**config.mk**
```make
export PLATFORM = sky130hd
export DESIGN_NAME = efb_dev_flat
export DESIGN_NICKNAME = d
export VERILOG_FILES = /design/src/pkg/efb_pkg.sv /design/src/pkg/efb_if.sv /design/src/rtl/efb_dev.sv /design/src/flat_wrapper.sv
export SDC_FILE = /design/constraint.sdc
export NUM_CORES = 1
export LEC_CHECK = 0
export ABC_AREA = 0
export BUFFER_PORTS_ARGS = -buffer_cell sky130_fd_sc_hd__buf_2
export CORE_ASPECT_RATIO = 0.5
export CORE_MARGIN = 2
export CORE_UTILIZATION = 39
export DETAILED_ROUTE_END_ITERATION = 12
export GPL_ROUTABILITY_DRIVEN = 0
export PLACE_DENSITY = 0.67
export SLEW_MARGIN = 20
export SYNTH_ARGS = -nofsm -noshare
export SYNTH_HDL_FRONTEND = slang
export SYNTH_SLANG_ARGS = --single-unit
```
**constraint.sdc**
```tcl
create_clock -name CLOCK_IN -period 46.7 [get_ports CLOCK_IN]
set_clock_uncertainty 0.2 [all_clocks]
set_input_delay 0 -clock CLOCK_IN [delete_from_list [all_inputs] [get_ports CLOCK_IN]]
set_output_delay 0 -clock CLOCK_IN [all_outputs]
set_load 0.03 [all_outputs]
```
**src/pkg/efb_pkg.sv**
```systemverilog
// shared constants for the endpoint fifo and bus configuration block
package efb_pkg;
  // endpoint counts
  localparam int NUM_EP    = 16;                // config slots, 0 and 1 fixed
  localparam int FIRST_CFG = 2;                 // first configurable slot
  // bus configuration modes from the straps
  localparam logic [1:0] MODE_0   = 2'h0;       // 16-bit pio, shared dma
  localparam logic [1:0] MODE_1   = 2'h1;       // 8-bit pio, separate dma
  localparam logic [1:0] MODE_2   = 2'h2;       // 8-bit pio, shared dma
  localparam logic [1:0] MODE_RSV = 2'h3;       // reserved
  // dma lane codes
  localparam logic [1:0] LANE_LO  = 2'h0;       // low data byte
  localparam logic [1:0] LANE_HI  = 2'h1;       // high data byte
  localparam logic [1:0] LANE_ALL = 2'h2;       // all sixteen lines
  // endpoint config register fields
  localparam int ECR_SZ_LSB  = 0;               // fifo_size_code [3:0]
  localparam int ECR_ISO_BIT = 4;               // iso_select_bit
  localparam int ECR_DIR_BIT = 5;               // ep_direction_bit
  localparam int ECR_EN_BIT  = 6;               // ep_fifo_enable
  localparam logic [7:0] ECR_RST = 8'h00;       // value after any reset
  // dma config register fields
  localparam int DCR_IDX_LSB = 0;               // dma_ep_index [3:0]
  localparam int DCR_EN_BIT  = 4;               // dma_enable_bit
  localparam int DCR_WD_BIT  = 5;               // dma_width_sel
  localparam logic [7:0] DCR_RST = 8'h00;
  // register selectors sent in the command byte
  localparam logic [7:0] SEL_ECR_LAST = 8'h0F;  // slot 15
  localparam logic [7:0] SEL_DMA_CFG  = 8'h10;
  // storage figures in bytes
  localparam logic [12:0] CTRL_BYTES   = 13'h0040;   // 64 per control fifo
  localparam logic [12:0] TOTAL_BYTES  = 13'h099E;   // 2462
  localparam logic [12:0] NONISO_BYTES = 13'h0200;   // 512
  localparam logic [10:0] NONISO_BASE  = 11'h008;    // 8 bytes at code 0
  // isochronous logical sizes, index is the size code
  localparam logic [15:0][10:0] ISO_SIZES = {
    11'h3FF, 11'h380, 11'h300, 11'h280, 11'h200, 11'h180, 11'h140, 11'h100,
    11'h0C0, 11'h0A0, 11'h080, 11'h060, 11'h040, 11'h030, 11'h020, 11'h010};
  // host sequencer states
  typedef enum logic [4:0] {
    EFB_IDLE  = 5'b00001,
    EFB_ADDR  = 5'b00010,
    EFB_LATCH = 5'b00100,
    EFB_WRITE = 5'b01000,
    EFB_DONE  = 5'b10000
  } efb_state_t;
endpackage

```
**src/pkg/efb_if.sv**
```systemverilog
// link between the microcontroller and the endpoint configuration logic
interface efb_if;
  logic [1:0]  bus_cfg_straps;   // board straps, host side drives
  logic        ale;              // address latch enable, falling edge latches
  logic        addr_data_pin0;   // address bit during ale, held until the next address phase
  logic        wr;               // one-cycle write strobe
  logic [15:0] data;             // write data, low byte used for registers
  logic        cfg_done;         // pulse after slot 15 is applied
  logic        cfg_err;          // level, configuration not fully served
  modport dev (input bus_cfg_straps, ale, addr_data_pin0, wr, data,
               output cfg_done, cfg_err);
  modport host (output bus_cfg_straps, ale, addr_data_pin0, wr, data,
                input cfg_done, cfg_err);
endinterface

```
**src/rtl/efb_dev.sv**
```systemverilog
// device end: strap decode, register writes, fifo allocation, dma select
module efb_dev (
  input  wire logic        CLOCK_IN,          // 20 MHz system clock
  input  wire logic        RSTN_IN,           // async reset, active low
  efb_if.dev               link,              // microcontroller side
  input  wire logic        USB_RESET_IN,      // one-cycle usb bus reset
  input  wire logic [15:0] FIFO_DATA_IN,      // per slot valid data present
  input  wire logic [3:0]  QUERY_EP_IN,       // slot for max packet query
  output logic [1:0]       MODE_OUT,          // decoded bus mode
  output logic             MODE_BAD_OUT,      // reserved strap code
  output logic             PIO_WIDE_OUT,      // pio uses all 16 lines
  output logic [1:0]       DMA_LANE_OUT,      // dma lane code
  output logic             DMA_ACTIVE_OUT,    // dma path enabled and legal
  output logic [3:0]       DMA_EP_OUT,        // endpoint number on dma
  output logic             DMA_DIR_OUT,       // 1 transmit (write), 0 read
  output logic [15:0]      EP_ALLOC_OUT,      // slots holding storage
  output logic [15:0]      EP_DIR_OUT,        // per slot direction
  output logic [15:0]      RATE_FB_OUT,       // slots in rate-feedback mode
  output logic [12:0]      USED_BYTES_OUT,    // physical bytes in use
  output logic [10:0]      MAX_PKT_OUT,       // logical size of query slot
  output logic             SEQ_ERR_OUT,       // slots written out of order
  output logic             LOST_OUT           // fifo contents undefined
);
  // logical size of a slot from its code and iso bit
  function automatic logic [10:0] lsize(input logic [3:0] c,
                                        input logic       iso);
    if (iso)
      lsize = efb_pkg::ISO_SIZES[c];
    else
      lsize = efb_pkg::NONISO_BASE << c[1:0];
  endfunction

  // code is legal for its kind; rate feedback only on transmit slots
  function automatic logic code_ok(input logic [7:0] e);
    code_ok = e[efb_pkg::ECR_ISO_BIT]
      || (e[3:2] == 2'b00)
      || ((e[3:2] == 2'b10) && e[efb_pkg::ECR_DIR_BIT]);
  endfunction

  logic [7:0]  ecr_q [efb_pkg::NUM_EP];   // endpoint config slots
  logic [7:0]  dcr_q;                     // dma config
  logic [7:0]  sel_q;                     // register selected by command
  logic        addr_q;                    // latched address bit
  logic        ale_q;                     // ale one cycle ago
  logic        strap_done_q;              // straps captured
  logic [1:0]  mode_q;
  logic [3:0]  next_q;                    // slot expected next
  logic [15:0] alloc_q;
  logic [12:0] used_q;
  logic        done_q;
  logic        err_q;
  logic        seq_err_q;
  logic        lost_q;
  logic        dma_act_q;
  logic [1:0]  lane_q;
  logic [3:0]  dma_ep_q;
  logic        dma_dir_q;
  logic [10:0] max_q;
  logic [15:0] dir_q;
  logic [15:0] rfb_q;

  // decode of the bus side
  wire ale_fall  = ale_q && !link.ale;
  wire mode_bad  = (mode_q == efb_pkg::MODE_RSV);
  wire wr_ok     = link.wr && strap_done_q && !mode_bad;
  wire cmd_wr    = wr_ok && addr_q;
  wire dat_wr    = wr_ok && !addr_q;
  wire ecr_wr    = dat_wr && (sel_q <= efb_pkg::SEL_ECR_LAST);
  wire dcr_wr    = dat_wr && (sel_q == efb_pkg::SEL_DMA_CFG);
  wire [3:0] slot = sel_q[3:0];
  wire apply     = ecr_wr && (sel_q == efb_pkg::SEL_ECR_LAST);
  wire any_rst   = USB_RESET_IN;

  // allocation walk over the configurable slots, in slot order
  logic [15:0] alloc_d;
  logic [12:0] used_d;
  logic [12:0] nis_d;
  logic        err_d;
  always_comb
  begin
    logic [7:0]  e;
    logic [12:0] phys;
    logic        dbl;
    e       = 8'h00;
    phys    = 13'h0000;
    dbl     = 1'b0;
    alloc_d = 16'h0003;
    used_d  = efb_pkg::CTRL_BYTES << 1;
    nis_d   = 13'h0000;
    err_d   = 1'b0;
    for (int i = efb_pkg::FIRST_CFG; i < efb_pkg::NUM_EP; i++)
    begin
      // the slot being written now counts with its new value
      e = (ecr_wr && (slot == i[3:0])) ? link.data[7:0] : ecr_q[i];
      // codes with bit 3 set (rate feedback) are single; iso and the rest are double
      dbl  = e[efb_pkg::ECR_ISO_BIT] || !e[3];
      phys = {2'b00, lsize(e[3:0], e[efb_pkg::ECR_ISO_BIT])} << dbl;
      if (!e[efb_pkg::ECR_EN_BIT])
      begin
        // disabled slot keeps zero bytes
      end
      else if (!code_ok(e)
               || (used_d + phys > efb_pkg::TOTAL_BYTES)
               || (!e[efb_pkg::ECR_ISO_BIT]
                   && (nis_d + phys > efb_pkg::NONISO_BYTES)))
        err_d = 1'b1;
      else
      begin
        alloc_d[i] = 1'b1;
        used_d     = used_d + phys;
        if (!e[efb_pkg::ECR_ISO_BIT])
          nis_d = nis_d + phys;
      end
    end
  end

  // dma selection from the dma config register
  wire [3:0] d_idx   = dcr_q[efb_pkg::DCR_IDX_LSB +: 4];
  wire       d_wide  = dcr_q[efb_pkg::DCR_WD_BIT];
  wire       d_cfg   = d_idx >= 4'(efb_pkg::FIRST_CFG);
  wire       d_legal = !((mode_q == efb_pkg::MODE_1) && d_wide);
  wire       d_act   = dcr_q[efb_pkg::DCR_EN_BIT] && d_cfg
                       && alloc_q[d_idx] && d_legal && !mode_bad;
  wire [1:0] d_lane  = (mode_q == efb_pkg::MODE_1) ? efb_pkg::LANE_HI
                     : d_wide ? efb_pkg::LANE_ALL
                     : efb_pkg::LANE_LO;
  // max packet of the queried slot, zero when it holds no storage
  wire [10:0] q_size = (QUERY_EP_IN < 4'(efb_pkg::FIRST_CFG))
                     ? efb_pkg::CTRL_BYTES[10:0]
                     : lsize(ecr_q[QUERY_EP_IN][3:0],
                             ecr_q[QUERY_EP_IN][efb_pkg::ECR_ISO_BIT]);
  // data present in any allocated slot while the allocation map changes
  wire change_hit = |(FIFO_DATA_IN & alloc_q) && (alloc_d != alloc_q);

  // strap capture after release; mode then holds until the next RSTN_IN low
  always_ff @(posedge CLOCK_IN or negedge RSTN_IN)
  begin
    if (!RSTN_IN)
    begin
      strap_done_q <= 1'b0;
      mode_q       <= efb_pkg::MODE_0;
    end
    else if (!strap_done_q)
    begin
      strap_done_q <= 1'b1;
      mode_q       <= link.bus_cfg_straps;
    end
  end

  // address phase: ale low edge latches pin 0 as command/data flag
  always_ff @(posedge CLOCK_IN or negedge RSTN_IN)
  begin
    if (!RSTN_IN)
    begin
      ale_q  <= 1'b0;
      addr_q <= 1'b0;
      sel_q  <= 8'h00;
    end
    else
    begin
      ale_q <= link.ale;
      if (ale_fall)
        addr_q <= link.addr_data_pin0;
      if (cmd_wr)
        sel_q <= link.data[7:0];
    end
  end

  // config slots; control slots are fixed and never written
  always_ff @(posedge CLOCK_IN or negedge RSTN_IN)
  begin
    if (!RSTN_IN)
    begin
      for (int i = 0; i < efb_pkg::NUM_EP; i++)
        ecr_q[i] <= efb_pkg::ECR_RST;
      dcr_q <= efb_pkg::DCR_RST;
    end
    else if (any_rst)
    begin
      for (int i = 0; i < efb_pkg::NUM_EP; i++)
        ecr_q[i] <= efb_pkg::ECR_RST;
      dcr_q <= efb_pkg::DCR_RST;
    end
    else
    begin
      if (ecr_wr && (slot >= 4'(efb_pkg::FIRST_CFG)))
        ecr_q[slot] <= link.data[7:0];
      if (dcr_wr)
        dcr_q <= link.data[7:0];
    end
  end

  // allocation applied when the last slot lands
  always_ff @(posedge CLOCK_IN or negedge RSTN_IN)
  begin
    if (!RSTN_IN)
    begin
      alloc_q   <= 16'h0003;
      used_q    <= efb_pkg::CTRL_BYTES << 1;
      next_q    <= 4'h0;
      done_q    <= 1'b0;
      err_q     <= 1'b0;
      seq_err_q <= 1'b0;
      lost_q    <= 1'b0;
    end
    else if (any_rst)
    begin
      alloc_q   <= 16'h0003;
      used_q    <= efb_pkg::CTRL_BYTES << 1;
      next_q    <= 4'h0;
      done_q    <= 1'b0;
      err_q     <= 1'b0;
      seq_err_q <= 1'b0;
      lost_q    <= 1'b0;
    end
    else
    begin
      done_q <= apply;
      if (ecr_wr)
      begin
        // out-of-order slot write is flagged, sequence resyncs
        if (slot != next_q)
          seq_err_q <= 1'b1;
        next_q <= apply ? 4'h0 : slot + 4'h1;
      end
      if (apply)
      begin
        alloc_q <= alloc_d;
        used_q  <= used_d;
        err_q   <= err_d;
        // contents cannot be trusted; sticky until a reset
        if (change_hit)
          lost_q <= 1'b1;
      end
    end
  end

  // registered outputs derived from mode, slots and dma config
  always_ff @(posedge CLOCK_IN or negedge RSTN_IN)
  begin
    if (!RSTN_IN)
    begin
      dma_act_q <= 1'b0;
      lane_q    <= efb_pkg::LANE_LO;
      dma_ep_q  <= 4'h0;
      dma_dir_q <= 1'b0;
      max_q     <= 11'h000;
      dir_q     <= 16'h0002;
      rfb_q     <= 16'h0000;
    end
    else
    begin
      dma_act_q <= d_act;
      lane_q    <= d_lane;
      dma_ep_q  <= d_idx - 4'h1;
      dma_dir_q <= ecr_q[d_idx][efb_pkg::ECR_DIR_BIT];
      max_q     <= alloc_q[QUERY_EP_IN] ? q_size : 11'h000;
      for (int i = 0; i < efb_pkg::NUM_EP; i++)
      begin
        dir_q[i] <= (i < efb_pkg::FIRST_CFG) ? (i == 1)
                  : ecr_q[i][efb_pkg::ECR_DIR_BIT];
        rfb_q[i] <= alloc_q[i] && !ecr_q[i][efb_pkg::ECR_ISO_BIT]
                  && (ecr_q[i][3:2] == 2'b10);
      end
    end
  end

  // outputs from flops, mode flags gated by strap capture
  assign MODE_OUT       = mode_q;
  assign MODE_BAD_OUT   = strap_done_q && mode_bad;
  assign PIO_WIDE_OUT   = strap_done_q && (mode_q == efb_pkg::MODE_0);
  assign DMA_LANE_OUT   = lane_q;
  assign DMA_ACTIVE_OUT = dma_act_q;
  assign DMA_EP_OUT     = dma_ep_q;
  assign DMA_DIR_OUT    = dma_dir_q;
  assign EP_ALLOC_OUT   = alloc_q;
  assign EP_DIR_OUT     = dir_q;
  assign RATE_FB_OUT    = rfb_q;
  assign USED_BYTES_OUT = used_q;
  assign MAX_PKT_OUT    = max_q;
  assign SEQ_ERR_OUT    = seq_err_q;
  assign LOST_OUT       = lost_q;
  assign link.cfg_done  = done_q;
  assign link.cfg_err   = err_q;
endmodule

```
**src/flat_wrapper.sv**
```systemverilog
// flat-port wrapper written by rule: the top's interface ports become plain ports
module efb_dev_flat 
  (CLOCK_IN, RSTN_IN, USB_RESET_IN, FIFO_DATA_IN, QUERY_EP_IN, MODE_OUT, MODE_BAD_OUT, PIO_WIDE_OUT, DMA_LANE_OUT, DMA_ACTIVE_OUT, DMA_EP_OUT, DMA_DIR_OUT, EP_ALLOC_OUT, EP_DIR_OUT, RATE_FB_OUT, USED_BYTES_OUT, MAX_PKT_OUT, SEQ_ERR_OUT, LOST_OUT, link_bus_cfg_straps, link_ale, link_addr_data_pin0, link_wr, link_data, link_cfg_done, link_cfg_err);
  efb_if link_i ();
  input  wire logic CLOCK_IN;
  input  wire logic RSTN_IN;
  input  wire logic USB_RESET_IN;
  input  wire logic [15:0] FIFO_DATA_IN;
  input  wire logic [3:0] QUERY_EP_IN;
  output logic [1:0] MODE_OUT;
  output logic MODE_BAD_OUT;
  output logic PIO_WIDE_OUT;
  output logic [1:0] DMA_LANE_OUT;
  output logic DMA_ACTIVE_OUT;
  output logic [3:0] DMA_EP_OUT;
  output logic DMA_DIR_OUT;
  output logic [15:0] EP_ALLOC_OUT;
  output logic [15:0] EP_DIR_OUT;
  output logic [15:0] RATE_FB_OUT;
  output logic [12:0] USED_BYTES_OUT;
  output logic [10:0] MAX_PKT_OUT;
  output logic SEQ_ERR_OUT;
  output logic LOST_OUT;
  input wire logic [$bits(link_i.bus_cfg_straps)-1:0] link_bus_cfg_straps;
  input wire logic [$bits(link_i.ale)-1:0] link_ale;
  input wire logic [$bits(link_i.addr_data_pin0)-1:0] link_addr_data_pin0;
  input wire logic [$bits(link_i.wr)-1:0] link_wr;
  input wire logic [$bits(link_i.data)-1:0] link_data;
  output wire logic [$bits(link_i.cfg_done)-1:0] link_cfg_done;
  output wire logic [$bits(link_i.cfg_err)-1:0] link_cfg_err;
  assign link_i.bus_cfg_straps = link_bus_cfg_straps;
  assign link_i.ale = link_ale;
  assign link_i.addr_data_pin0 = link_addr_data_pin0;
  assign link_i.wr = link_wr;
  assign link_i.data = link_data;
  assign link_cfg_done = link_i.cfg_done;
  assign link_cfg_err = link_i.cfg_err;
  efb_dev u_core (.CLOCK_IN(CLOCK_IN), .RSTN_IN(RSTN_IN), .link(link_i), .USB_RESET_IN(USB_RESET_IN), .FIFO_DATA_IN(FIFO_DATA_IN), .QUERY_EP_IN(QUERY_EP_IN), .MODE_OUT(MODE_OUT), .MODE_BAD_OUT(MODE_BAD_OUT), .PIO_WIDE_OUT(PIO_WIDE_OUT), .DMA_LANE_OUT(DMA_LANE_OUT), .DMA_ACTIVE_OUT(DMA_ACTIVE_OUT), .DMA_EP_OUT(DMA_EP_OUT), .DMA_DIR_OUT(DMA_DIR_OUT), .EP_ALLOC_OUT(EP_ALLOC_OUT), .EP_DIR_OUT(EP_DIR_OUT), .RATE_FB_OUT(RATE_FB_OUT), .USED_BYTES_OUT(USED_BYTES_OUT), .MAX_PKT_OUT(MAX_PKT_OUT), .SEQ_ERR_OUT(SEQ_ERR_OUT), .LOST_OUT(LOST_OUT));
endmodule
```
-- Word-level counts from Yosys, hierarchy flattened
Memory sizes are Yosys's and may differ from the RTL's.
Index checks and enable logic that the tools add are counted.
- register bits after elaboration: 233
- memory bits (read-only): 2640
- input port bits: 44
- output and inout bits: 88
- logic and storage cells: 668
- memories: 15
- add/sub/neg operators: 29
- order comparisons: 53
- eq/ne operators: 50
- shift operators: 29
- multiplexer cells: 204
- bitwise logic cells: 4
- reduce and logical (&&, ||, !) cells: 248
- memories (name ; depth ; bits a word ; read ports ; clocked after memory_dff ; wr ports ; line ; source):
    (name not given) ; 16 ; 11 ; 1 ; 0 ; 0 ; efb_dev.sv:28 ; lsize = efb_pkg::ISO_SIZES[c];
    (name not given) ; 16 ; 11 ; 1 ; 0 ; 0 ; efb_dev.sv:28 ;
    (name not given) ; 16 ; 11 ; 1 ; 0 ; 0 ; efb_dev.sv:28 ;
    (name not given) ; 16 ; 11 ; 1 ; 0 ; 0 ; efb_dev.sv:28 ;
    (name not given) ; 16 ; 11 ; 1 ; 0 ; 0 ; efb_dev.sv:28 ;
    (name not given) ; 16 ; 11 ; 1 ; 0 ; 0 ; efb_dev.sv:28 ;
    +9 memories ; -- ; -- ; -- ; -- ; -- ; -- ;
- operators by type and width (kind ; count):
    two-way mux 13 bit ; 69
    two-way mux 11 bit ; 32
    adder 13 bit ; 26
    two-way mux 128 bit ; 2
    > comparator 13 x 10 -> 1 bit, second input constant ; 14
    > comparator 13 x 12 -> 1 bit, second input constant ; 14
    << shifter 11 x 1 -> 13 bit ; 14
    << shifter 4 x 2 -> 11 bit, first input constant ; 15
    bitwise mux 128 bit ; 1
    two-way mux 7 bit ; 14
    logical AND 1 bit ; 92
    < comparator 4 x 5 -> 1 bit, second input constant ; 17
    logical OR 1 bit ; 70
    two-way mux 1 bit ; 67
    binary-select mux 8 bit (select 4 bit) ; 2
    == test 2 bit, second input constant ; 31
    logical NOT 1 bit ; 62
    demux 8 bit (select 4 bit) ; 1
    == test 4 bit, second input constant ; 8
    two-way mux 16 bit ; 2
    logical NOT 2 bit ; 15
    two-way mux 6 bit ; 4
    AND 16 bit ; 1
    == test 4 x 3 -> 1 bit, second input constant ; 4
    23 further kinds ; 40

-- Logic depth before layout (Yosys ltp)
Gate-level depths: netlist of the first run.
- depth in word-level cells: 100
- depth in mapped cells: 250
- depth with buffers taken out: 237

-- Worst setup path after synthesis of the first run
OpenSTA, ideal clock, no wires.
- path kind: register -> register
- from: register u_core.sel_q[0]
- to: register u_core.used_q[1], in the netlist u_core.USED_BYTES_OUT[1]
- setup time: 0.104 ns
- arrival: 46.683 ns
- required time: 46.396 ns
- slack: -0.287 ns
- cell stages (with the launch flop): 228
- buffers on the path: 14
- clock period less this slack: 46.987 ns
- path through: dfrtp_1 -> inv_1 -> ha_1 -> nand4b_1 -> nor2_2 -> mux2i_1 -> inv_1 -> ha_1 -> nand2_1 -> o21ai_0 -> a2111oi_0 -> a21oi_1 -> mux2_2 -> o311ai_0 -> a21oi_1 -> nor4_1 -> or2_2 -> ha_1 -> [192 not listed] -> a21oi_1 -> nor2_1 -> nor2_1 -> o21bai_1 -> a21oi_1 -> xnor2_1 -> nand3_1 -> nor3_1 -> o21ai_0 -> mux2_2 -> a21oi_1 -> a31oi_1 -> or2_2 -> a211oi_1 -> or2_1 -> buf_2 -> o311ai_0 -> a221oi_1
- cells in the longest elaborated chain, start to end: 94
- elaborated cells between the ends (all ways): 409
- RTL lines (element ; line ; source):
    start, declared ; efb_dev.sv:42 ; logic [7:0] sel_q;
    start signal, assigned ; efb_dev.sv:165 ; sel_q <= link.data[7:0];
    <= comparator 8 x 4 -> 1 bit ; efb_dev.sv:68 ; wire ecr_wr = dat_wr && (sel_q <= efb_pkg::SEL_ECR_LAST);
    logical AND 1 bit ; efb_dev.sv:68 ;
    logical AND 1 bit ; efb_dev.sv:94 ; e = (ecr_wr && (slot == i[3:0])) ? link.data[7:0] : ecr_q[i];
    two-way mux 7 bit ; efb_dev.sv:94 ;
    memory (16 x 11 bit) ; -- ;
    two-way mux 11 bit (implied by the code) ; efb_dev.sv:28 ;
    two-way mux 11 bit ; efb_dev.sv:27 ; if (iso)
    << shifter 11 x 1 -> 13 bit ; efb_dev.sv:97 ; phys = {2'b00, lsize(e[3:0], e[efb_pkg::ECR_ISO_BIT])} << dbl;
    [78 not listed] ; -- ;
    adder 13 bit, on equally long branches ; efb_dev.sv:103, efb_dev.sv:110, efb_dev.sv:105 ;
    > comparator 13 x 12 -> 1 bit / > comparator 13 x 10 -> 1 bit (equally long branches) ; efb_dev.sv:103, efb_dev.sv:105 ;
    logical OR 1 bit / logical AND 1 bit (equally long branches) ; efb_dev.sv:103, efb_dev.sv:105 ;
    logical OR 1 bit ; efb_dev.sv:104 ; || (!e[efb_pkg::ECR_ISO_BIT]
    two-way mux 13 bit ; efb_dev.sv:102 ; else if (!code_ok(e)
    two-way mux 13 bit ; efb_dev.sv:98 ; if (!e[efb_pkg::ECR_EN_BIT])
    two-way mux 13 bit ; efb_dev.sv:226 ; if (apply)
    two-way mux 13 bit ; efb_dev.sv:206 ; else if (any_rst)
    end signal, assigned ; efb_dev.sv:199 ; used_q <= efb_pkg::CTRL_BYTES << 1;
    end signal, assigned ; efb_dev.sv:209 ; used_q <= efb_pkg::CTRL_BYTES << 1;
    end signal, assigned ; efb_dev.sv:229 ; used_q <= used_d;
    end, declared ; efb_dev.sv:49 ; logic [12:0] used_q;
Several ways; a longest one is shown, not always the timed one. The select of a mux whose other input is x is not followed.
A chain may end at the register's enable or synchronous reset.

-- Final worst setup path of the first run
- from: register u_core.sel_q[0]
- to: register u_core.err_q, in the netlist u_core.link.cfg_err
- cells in the longest elaborated chain, start to end: 94
- elaborated cells between the ends (all ways): 435
- RTL lines (element ; line ; source):
    <= comparator 8 x 4 -> 1 bit ; efb_dev.sv:68 ;
    logical AND 1 bit ; efb_dev.sv:68 ;
    logical AND 1 bit ; efb_dev.sv:94 ;
    two-way mux 7 bit ; efb_dev.sv:94 ;
    memory (16 x 11 bit) ; -- ;
    two-way mux 11 bit (implied by the code) ; efb_dev.sv:28 ;
    two-way mux 11 bit ; efb_dev.sv:27 ;
    << shifter 11 x 1 -> 13 bit ; efb_dev.sv:97 ;
    [78 not listed] ; -- ;
    adder 13 bit, on equally long branches ; efb_dev.sv:103, efb_dev.sv:105 ;
    > comparator 13 x 12 -> 1 bit / > comparator 13 x 10 -> 1 bit (equally long branches) ; efb_dev.sv:103, efb_dev.sv:105 ;
    logical OR 1 bit / logical AND 1 bit (equally long branches) ; efb_dev.sv:103, efb_dev.sv:105 ;
    logical OR 1 bit ; efb_dev.sv:104 ;
    two-way mux 1 bit ; efb_dev.sv:102 ;
    two-way mux 1 bit ; efb_dev.sv:98 ;
    two-way mux 1 bit ; efb_dev.sv:226 ;
    two-way mux 1 bit ; efb_dev.sv:206 ;
    end signal, assigned ; efb_dev.sv:230 ; err_q <= err_d;
    end, declared ; efb_dev.sv:51 ; logic err_q;
Several ways; a longest one is shown, not always the timed one. The select of a mux whose other input is x is not followed.

==> summary.txt, run 1 <==
Rel. slew slack = 0.2819
Num ports = 132
Worst Path Max Fanout = 12
CP max stage delay = 0.47 ns
Pin count of the biggest net entering global routing = 130
CTS tree = done
Die span in x = 403.2 um
WL per Instance = 18.80 um
Final WS setup = 1.598 ns
Maxcap violations = 0
Syn Inst Count = 3845
Root Buffer = clkbuf_16
Count of cell types in the netlist = 108
Total routed wirelength = 103200 um
Required time worst endpoint = 46.90 ns
Worst-Skew Late Latency = 0.53 ns
Power Total = 467.5 uW
P per Cell Area = 12.26 nW/um^2
Measured slew at the worst slew-check pin = 1.077 ns
Share of layout cells above drive strength 1 = 0.2474
Slew Viols, Final = 0
Status = finished, violations left
First-pass DRT Iterations = 8
DRT iter0 DRCs = 3013
Fin crit share = 0.9658
Min Tclk post-route = 45.10 ns
Pre-CTS setup slack = -0.2438 ns
Yosys warns = 0
R2R depth = 226
Buffers on Ports = 118
Syn Std Cell Area = 31080 sq um
Min Hold Slack = -0.01501 ns
Cell row count = 73
Core ar. = 79190 sq um
Worst hold path type = input port to async pin
Failing checks = hold timing
Global-route wire length before repair = 160400 um
Vias per cell = 5.850
GRT overflow = 0
RR Endpoint = u_core.link.cfg_err
Main synth FF type = dfrtp_1
Finished Layout Cells = 5492
Clock tree buffer depth = 3
Syn Area/Cell = 8.082 sq um
DP Cell Count = 5401
Die Y = 203.6 um
Initial antenna violation count = 4
Worst vdd rail ir drop = 0.00002528 V
Yosys reg bits = 210
Syn-to-layout area delta = 22.70%
CP max-delay cell = a2111oi_1
Final hold viol count = 4
Nets = 4870
R2r startpoint = u_core.sel_q[0]
Data arrival time of the worst path = 45.30 ns
Vias = 32130
Clock Sinks = 210
Vias in the first global route = 30210
Kind of critical path = flop to flop
Register area share after synthesis = 0.1691
H-tree levels = 1
Clock transition at path regs = 0.06 ns
Dpl hpwl = 82120 um
CP Capture Type = flop
Worst Setup Start Kind = flop
Final ANT Viol Nets = 0
Post-synth EDFFs = 0
Leak = 19.34 nW
GRT Total Usage = 0.2385
Synth async-reset ratio = 1.000
Crit-path most repeated cell = buf_4
Die area = 82090 sq um
Peak Freq = 22.17 MHz
Initial Utilization = 0.3924
R2r setup slk = 1.60 ns
Final setup violating endpoints = 0
DRC viols = 0
CTS Buf Count = 24
stage by stage:
stage / hold slack (ns) / setup TNS (ns) / area (sq um) / util
after floorplan: -0.4956 / 0 / 31270 / -
after global routing: 0.06667 / -6.238 / 38130 / 0.4815
after global placement: -0.07726 / 0 / 36220 / 0.4574
after CTS: 0.03100 / 0 / 37230 / 0.4701
after detailed placement: -0.06896 / -0.3184 / 36220 / 0.4574
final: -0.01501 / 0 / 38130 / 0.4815
logic make-up (layout without fill, tap and decap cells):
logic type      count (synthesis)  after routing  share of synthesized area
mux                           339            339                     0.1299
buf+inv                       370            914                    0.04678
xor+xnor                      236            236                    0.06651
simple gates                 1172           1172                     0.1806
fa+ha+maj                     405            405                     0.1697
flops                         210            210                     0.1691
compound gates               1111           1111                     0.2371
other cells                     2             55                  0.0002417
layout make-up:
| class | instances | area [sq um] |
|---|---|---|
| multi-input cells | 3315 | 25300 |
| clock buffers | 33 | 694.4 |
| fillers | 7444 | 41060 |
| well taps | 1050 | 1314 |
| repair buffers | 648 | 4653 |
| clock inverters | 9 | 68.82 |
| diodes | 3 | 7.507 |
| flip-flops and latches | 210 | 5256 |
| inverters | 224 | 840.8 |
sequential cells by signal, indices dropped and copies added, names as in the netlist, 2 cells and up:
name / flops
u_core.EP_DIR_OUT: 14
u_core.RATE_FB_OUT: 16
u_core.sel_q: 8
u_core.USED_BYTES_OUT: 13
u_core.MAX_PKT_OUT: 8
u_core.next_q: 4
u_core.EP_ALLOC_OUT: 14
u_core.DMA_EP_OUT: 4
u_core.MODE_OUT: 2
u_core.dcr_q: 6
u_core.DMA_LANE_OUT: 2
u_core.ecr_q: 110
how the worst max path moves through the flow:
| stage | start | to | slack (ns) | cells past startpoint |
|---|---|---|---|---|
| global route | u_core.sel_q[0] | u_core.link.cfg_err | -0.66 | 232 |
| CTS | u_core.sel_q[7] | u_core.link.cfg_err | 0.06 | 219 |
| floorplan | u_core.sel_q[0] | u_core.USED_BYTES_OUT[1] | 0.002 | 227 |
| global placement | u_core.sel_q[7] | u_core.link.cfg_err | 0.74 | 223 |
| finish | u_core.sel_q[0] | u_core.link.cfg_err | 1.60 | 226 |
| detailed placement | u_core.sel_q[7] | u_core.link.cfg_err | -0.24 | 222 |
repair_timing:
item | 4_1_cts | 5_1_grt
hold buffers | 21 | 0
pin swaps | 0 | 58
resized for setup | 12 | 171
setup endpoints to repair | 14 | 14
buffers inserted | 0 | 25
endpoints found under the hold margin | 208 | 0
critical path: cells and delay by family (launching register included):
family	cells	cell delay (ns)
compound gates	103	18.41
simple gates	58	11.20
fa+ha+maj	15	4.85
mux	13	4.47
buf+inv	26	3.96
xor+xnor	11	1.44
flops	1	0.38
cells in the final DEF, fill, tap and decap left out, types with 24 or more instances in the layout:
cell type / n
a211oi_1: 34
and3_1: 35
mux2_2: 162
xor2_1: 53
nor2_1: 372
a21o_1: 97
nand2_1: 302
mux4_2: 31
inv_1: 222
a21oi_2: 79
o21bai_1: 117
fa_1: 24
a31oi_1: 49
and2_1: 34
o211ai_1: 35
dfrtp_1: 209
clkbuf_16: 24
ha_1: 369
conb_1: 52
buf_2: 116
buf_4: 505
nor3_1: 77
mux2i_1: 121
a21oi_1: 261
nor2b_1: 41
o21ai_0: 141
o21a_1: 27
nand3_1: 78
nand4_1: 35
or3_1: 25
xnor2_1: 181
synthesized netlist by cell type, types with 10 or more instances:
cell | n | area, sq um
a2111oi_0 | 14 | 122.6
a211o_1 | 13 | 113.9
a211oi_1 | 39 | 292.8
a21boi_0 | 10 | 75.07
a21o_1 | 97 | 728.2
a21oi_1 | 339 | 1697
a221oi_1 | 11 | 96.34
a22oi_1 | 10 | 75.07
a311oi_1 | 20 | 175.2
a31o_2 | 22 | 192.7
a31oi_1 | 52 | 325.3
and2_1 | 36 | 225.2
and3_1 | 37 | 231.5
buf_1 | 20 | 75.07
buf_2 | 13 | 65.06
clkbuf_1 | 102 | 382.9
dfrtp_1 | 209 | 5230
fa_1 | 28 | 560.5
ha_1 | 375 | 4692
inv_1 | 222 | 833.3
mux2_2 | 171 | 1926
mux2i_1 | 125 | 1251
mux4_2 | 31 | 698.2
nand2_1 | 306 | 1149
nand2b_1 | 24 | 150.1
nand3_1 | 81 | 405.4
nand4_1 | 35 | 219.0
nor2_1 | 380 | 1426
nor2b_1 | 42 | 262.8
nor3_1 | 78 | 390.4
nor3b_1 | 11 | 82.58
nor4_1 | 18 | 112.6
nor4bb_1 | 13 | 130.1
o211ai_1 | 35 | 262.8
o21a_1 | 27 | 202.7
o21ai_0 | 146 | 730.7
o21bai_1 | 117 | 878.3
o22ai_1 | 19 | 118.9
o31ai_1 | 21 | 157.7
or2_2 | 20 | 125.1
or3_1 | 26 | 162.7
or4_1 | 16 | 120.1
xnor2_1 | 183 | 1603
xor2_1 | 53 | 464.2
metal layers:
metal | GRT usage | vias up | routed length [um]
met5 | 0 | - | 30
met4 | 0.07410 | 4 | 3081
met3 | 0.02109 | 194 | 6772
met2 | 0.4034 | 1258 | 48500
met1 | 0.3226 | 15480 | 44850
li1 | - | 15190 | -
power breakdown:
group	internal, mW	switching [mW]
clock	0.104	0.0777
combinational	0.0378	0.0574
sequential	0.187	0.00372
total	0.329	0.139
(Power assumes the default switching activity.)
==> inputs of run 2 (changes only) <==
--- a/config.mk
+++ b/config.mk
@@ -8,7 +8,7 @@
 export ABC_AREA = 0
 export BUFFER_PORTS_ARGS = -buffer_cell sky130_fd_sc_hd__buf_2
 export CORE_ASPECT_RATIO = 0.5
-export CORE_MARGIN = 2
+export CORE_MARGIN = 4
 export CORE_UTILIZATION = 39
 export DETAILED_ROUTE_END_ITERATION = 12
 export GPL_ROUTABILITY_DRIVEN = 0
==> summary.txt, run 2 (same netlist as run 1, synthesis figures left out) <==
Status = finished, final reports clean
Final hold viol count = 0
Total routed wirelength = 102600 um
Post-route cell area = 37850 sq um
Final WS setup = 2.216 ns
Pre-CTS setup slack = -0.1341 ns
Die area = 84540 sq um
P per Cell Area = 12.20 nW/um^2
Met1 wire length = 44890 um
Worst Setup Start Kind = flop
CP Capture Type = flop
Required time worst endpoint = 46.90 ns
Min Tclk post-route = 44.48 ns
DRT iter0 DRCs = 2696
Root Buffer = clkbuf_16
Cell row count = 72
DRC viols = 0
Rel. slew slack = 0.2187
Top Metal Used = met4
Vias = 31740
Initial antenna violation count = 3
Clock transition at path regs = 0.06 ns
Num ports = 132
Biggest register = u_core.ecr_q
Die Y = 207.6 um
Core ar. = 78100 sq um
Nets = 4834
FILL cells = 7353
Vias in the first global route = 30330
WL per Instance = 18.85 um
Power Total = 461.7 uW
Kind of critical path = flop to flop
Commonest non-fill, non-tap cell in the layout = buf_4
Measured slew at the worst slew-check pin = 1.167 ns
Fin crit share = 0.9526
Pin count of the biggest net entering global routing = 98
FF+latch area = 5256 sq um
Combined area of the multi-input logic cells = 25310 sq um
Post-DP Area = 36000 sq um
Buffers on Ports = 118
Finished Layout Cells = 5442
First-pass DRT Iterations = 6
CTS Buf Count = 23
Clock Sinks = 210
CTS tree = done
CP max-delay cell = o21ai_0
Worst Path Max Fanout = 16
Crit-path most repeated cell = a21oi_2
Share of layout cells above drive strength 1 = 0.2414
Worst Path Buf+Inv = 21
Clock tree buffer depth = 3
Worst vdd rail ir drop = 0.00002371 V
Crit-path leading delay family = compound AO/OA/AOI/OAI gates
Commonest non-fill, non-tap cells in the layout = 470 x buf_4, 369 x nor2_1, 369 x ha_1, 301 x nand2_1, 257 x a21oi_1
H-tree levels = 1
Slew Viols, Final = 0
Worst hold path type = input port to flop
WL met2 = 47710 um
Vias per cell = 5.831
GRT overflow = 0
Global-route wire length before repair = 160800 um
Dpl hpwl = 82030 um
CP max stage delay = 0.49 ns
Syn-to-layout area delta = 21.79%
DP Cell Count = 5358
GRT Total Usage = 0.2277
Worst-Skew Late Latency = 0.53 ns
Die span in x = 407.2 um
Final ANT Viol Nets = 0
Initial Utilization = 0.3979
Data arrival time of the worst path = 44.68 ns
Maxcap violations = 0
Peak Freq = 22.48 MHz
Max reg flops = 110
Metal3 WL = 6670 um
Leak = 19.18 nW
Final setup violating endpoints = 0
Setup TNS = 0 ns
[run 2: final cells by class]
type | count | area share
Multi-Input combinational cell | 3315 | 0.6688
Clock buffer | 31 | 0.01653
Tap cell | 1036 | 0.03425
Inverter | 224 | 0.02222
Timing Repair Buffer | 613 | 0.1166
Clock inverter | 10 | 0.002512
Antenna cell | 3 | 0.0001984
Sequential cell | 210 | 0.1389
[run 2: worst register-to-register path, delay by kind of cell (launching register included)]
family                     cells  cell delay (ns)
xor gates and xnor gates      10             1.33
adders and majority gates     15             5.27
buffers and inverters         21             3.42
muxes                         15             4.68
DFF                            1             0.40
AOI/OAI and AO/OA            105            18.22
and+or+nand+nor               54            10.75
[run 2: worst paths after layout]
path                                  startpoint                  endpoint  slack [ns]  cells after the start
worst max register to register   u_core.sel_q[5]       u_core.link.cfg_err        2.22                    220
worst max-delay path             u_core.sel_q[5]       u_core.link.cfg_err        2.22                    220
worst min-delay path                link_data[2]          u_core.ecr_q[98]        0.05                      4
max in group asynchronous                RSTN_IN           u_core.ecr_q[3]       45.01                      4
worst min register to register  u_core.ecr_q[69]      u_core.EP_DIR_OUT[7]        0.21                      0
min in group asynchronous                RSTN_IN  u_core.USED_BYTES_OUT[7]        0.45                      3
[run 2: where the power goes]
part	internal, mW	switching, mW
registers	0.187	0.00372
clock network	0.100	0.0765
logic	0.0371	0.0575
[run 2: per-stage QoR]
step                      hold slack, ns  utilization
after floorplan                  -0.4956            -
after CTS                        0.02244       0.4738
after detailed placement         -0.1167       0.4609
after global routing             0.04433       0.4846
after global placement           -0.1265       0.4609
final                            0.04684       0.4846
[run 2: what timing repair did]
action,4_1_cts,5_1_grt
pin swaps,3,71
endpoints found under the hold margin,172,0
hold buffers,23,0
gates resized for setup,12,178
setup buffers,1,16
endpoints found under the setup margin,12,14
[run 2: layer usage]
layer / track usage / vias up
li1: - / 15130
met1: 0.3099 / 15260
met2: 0.3829 / 1153
met3: 0.01847 / 186
met4: 0.07461 / 0
met5: 0 / -
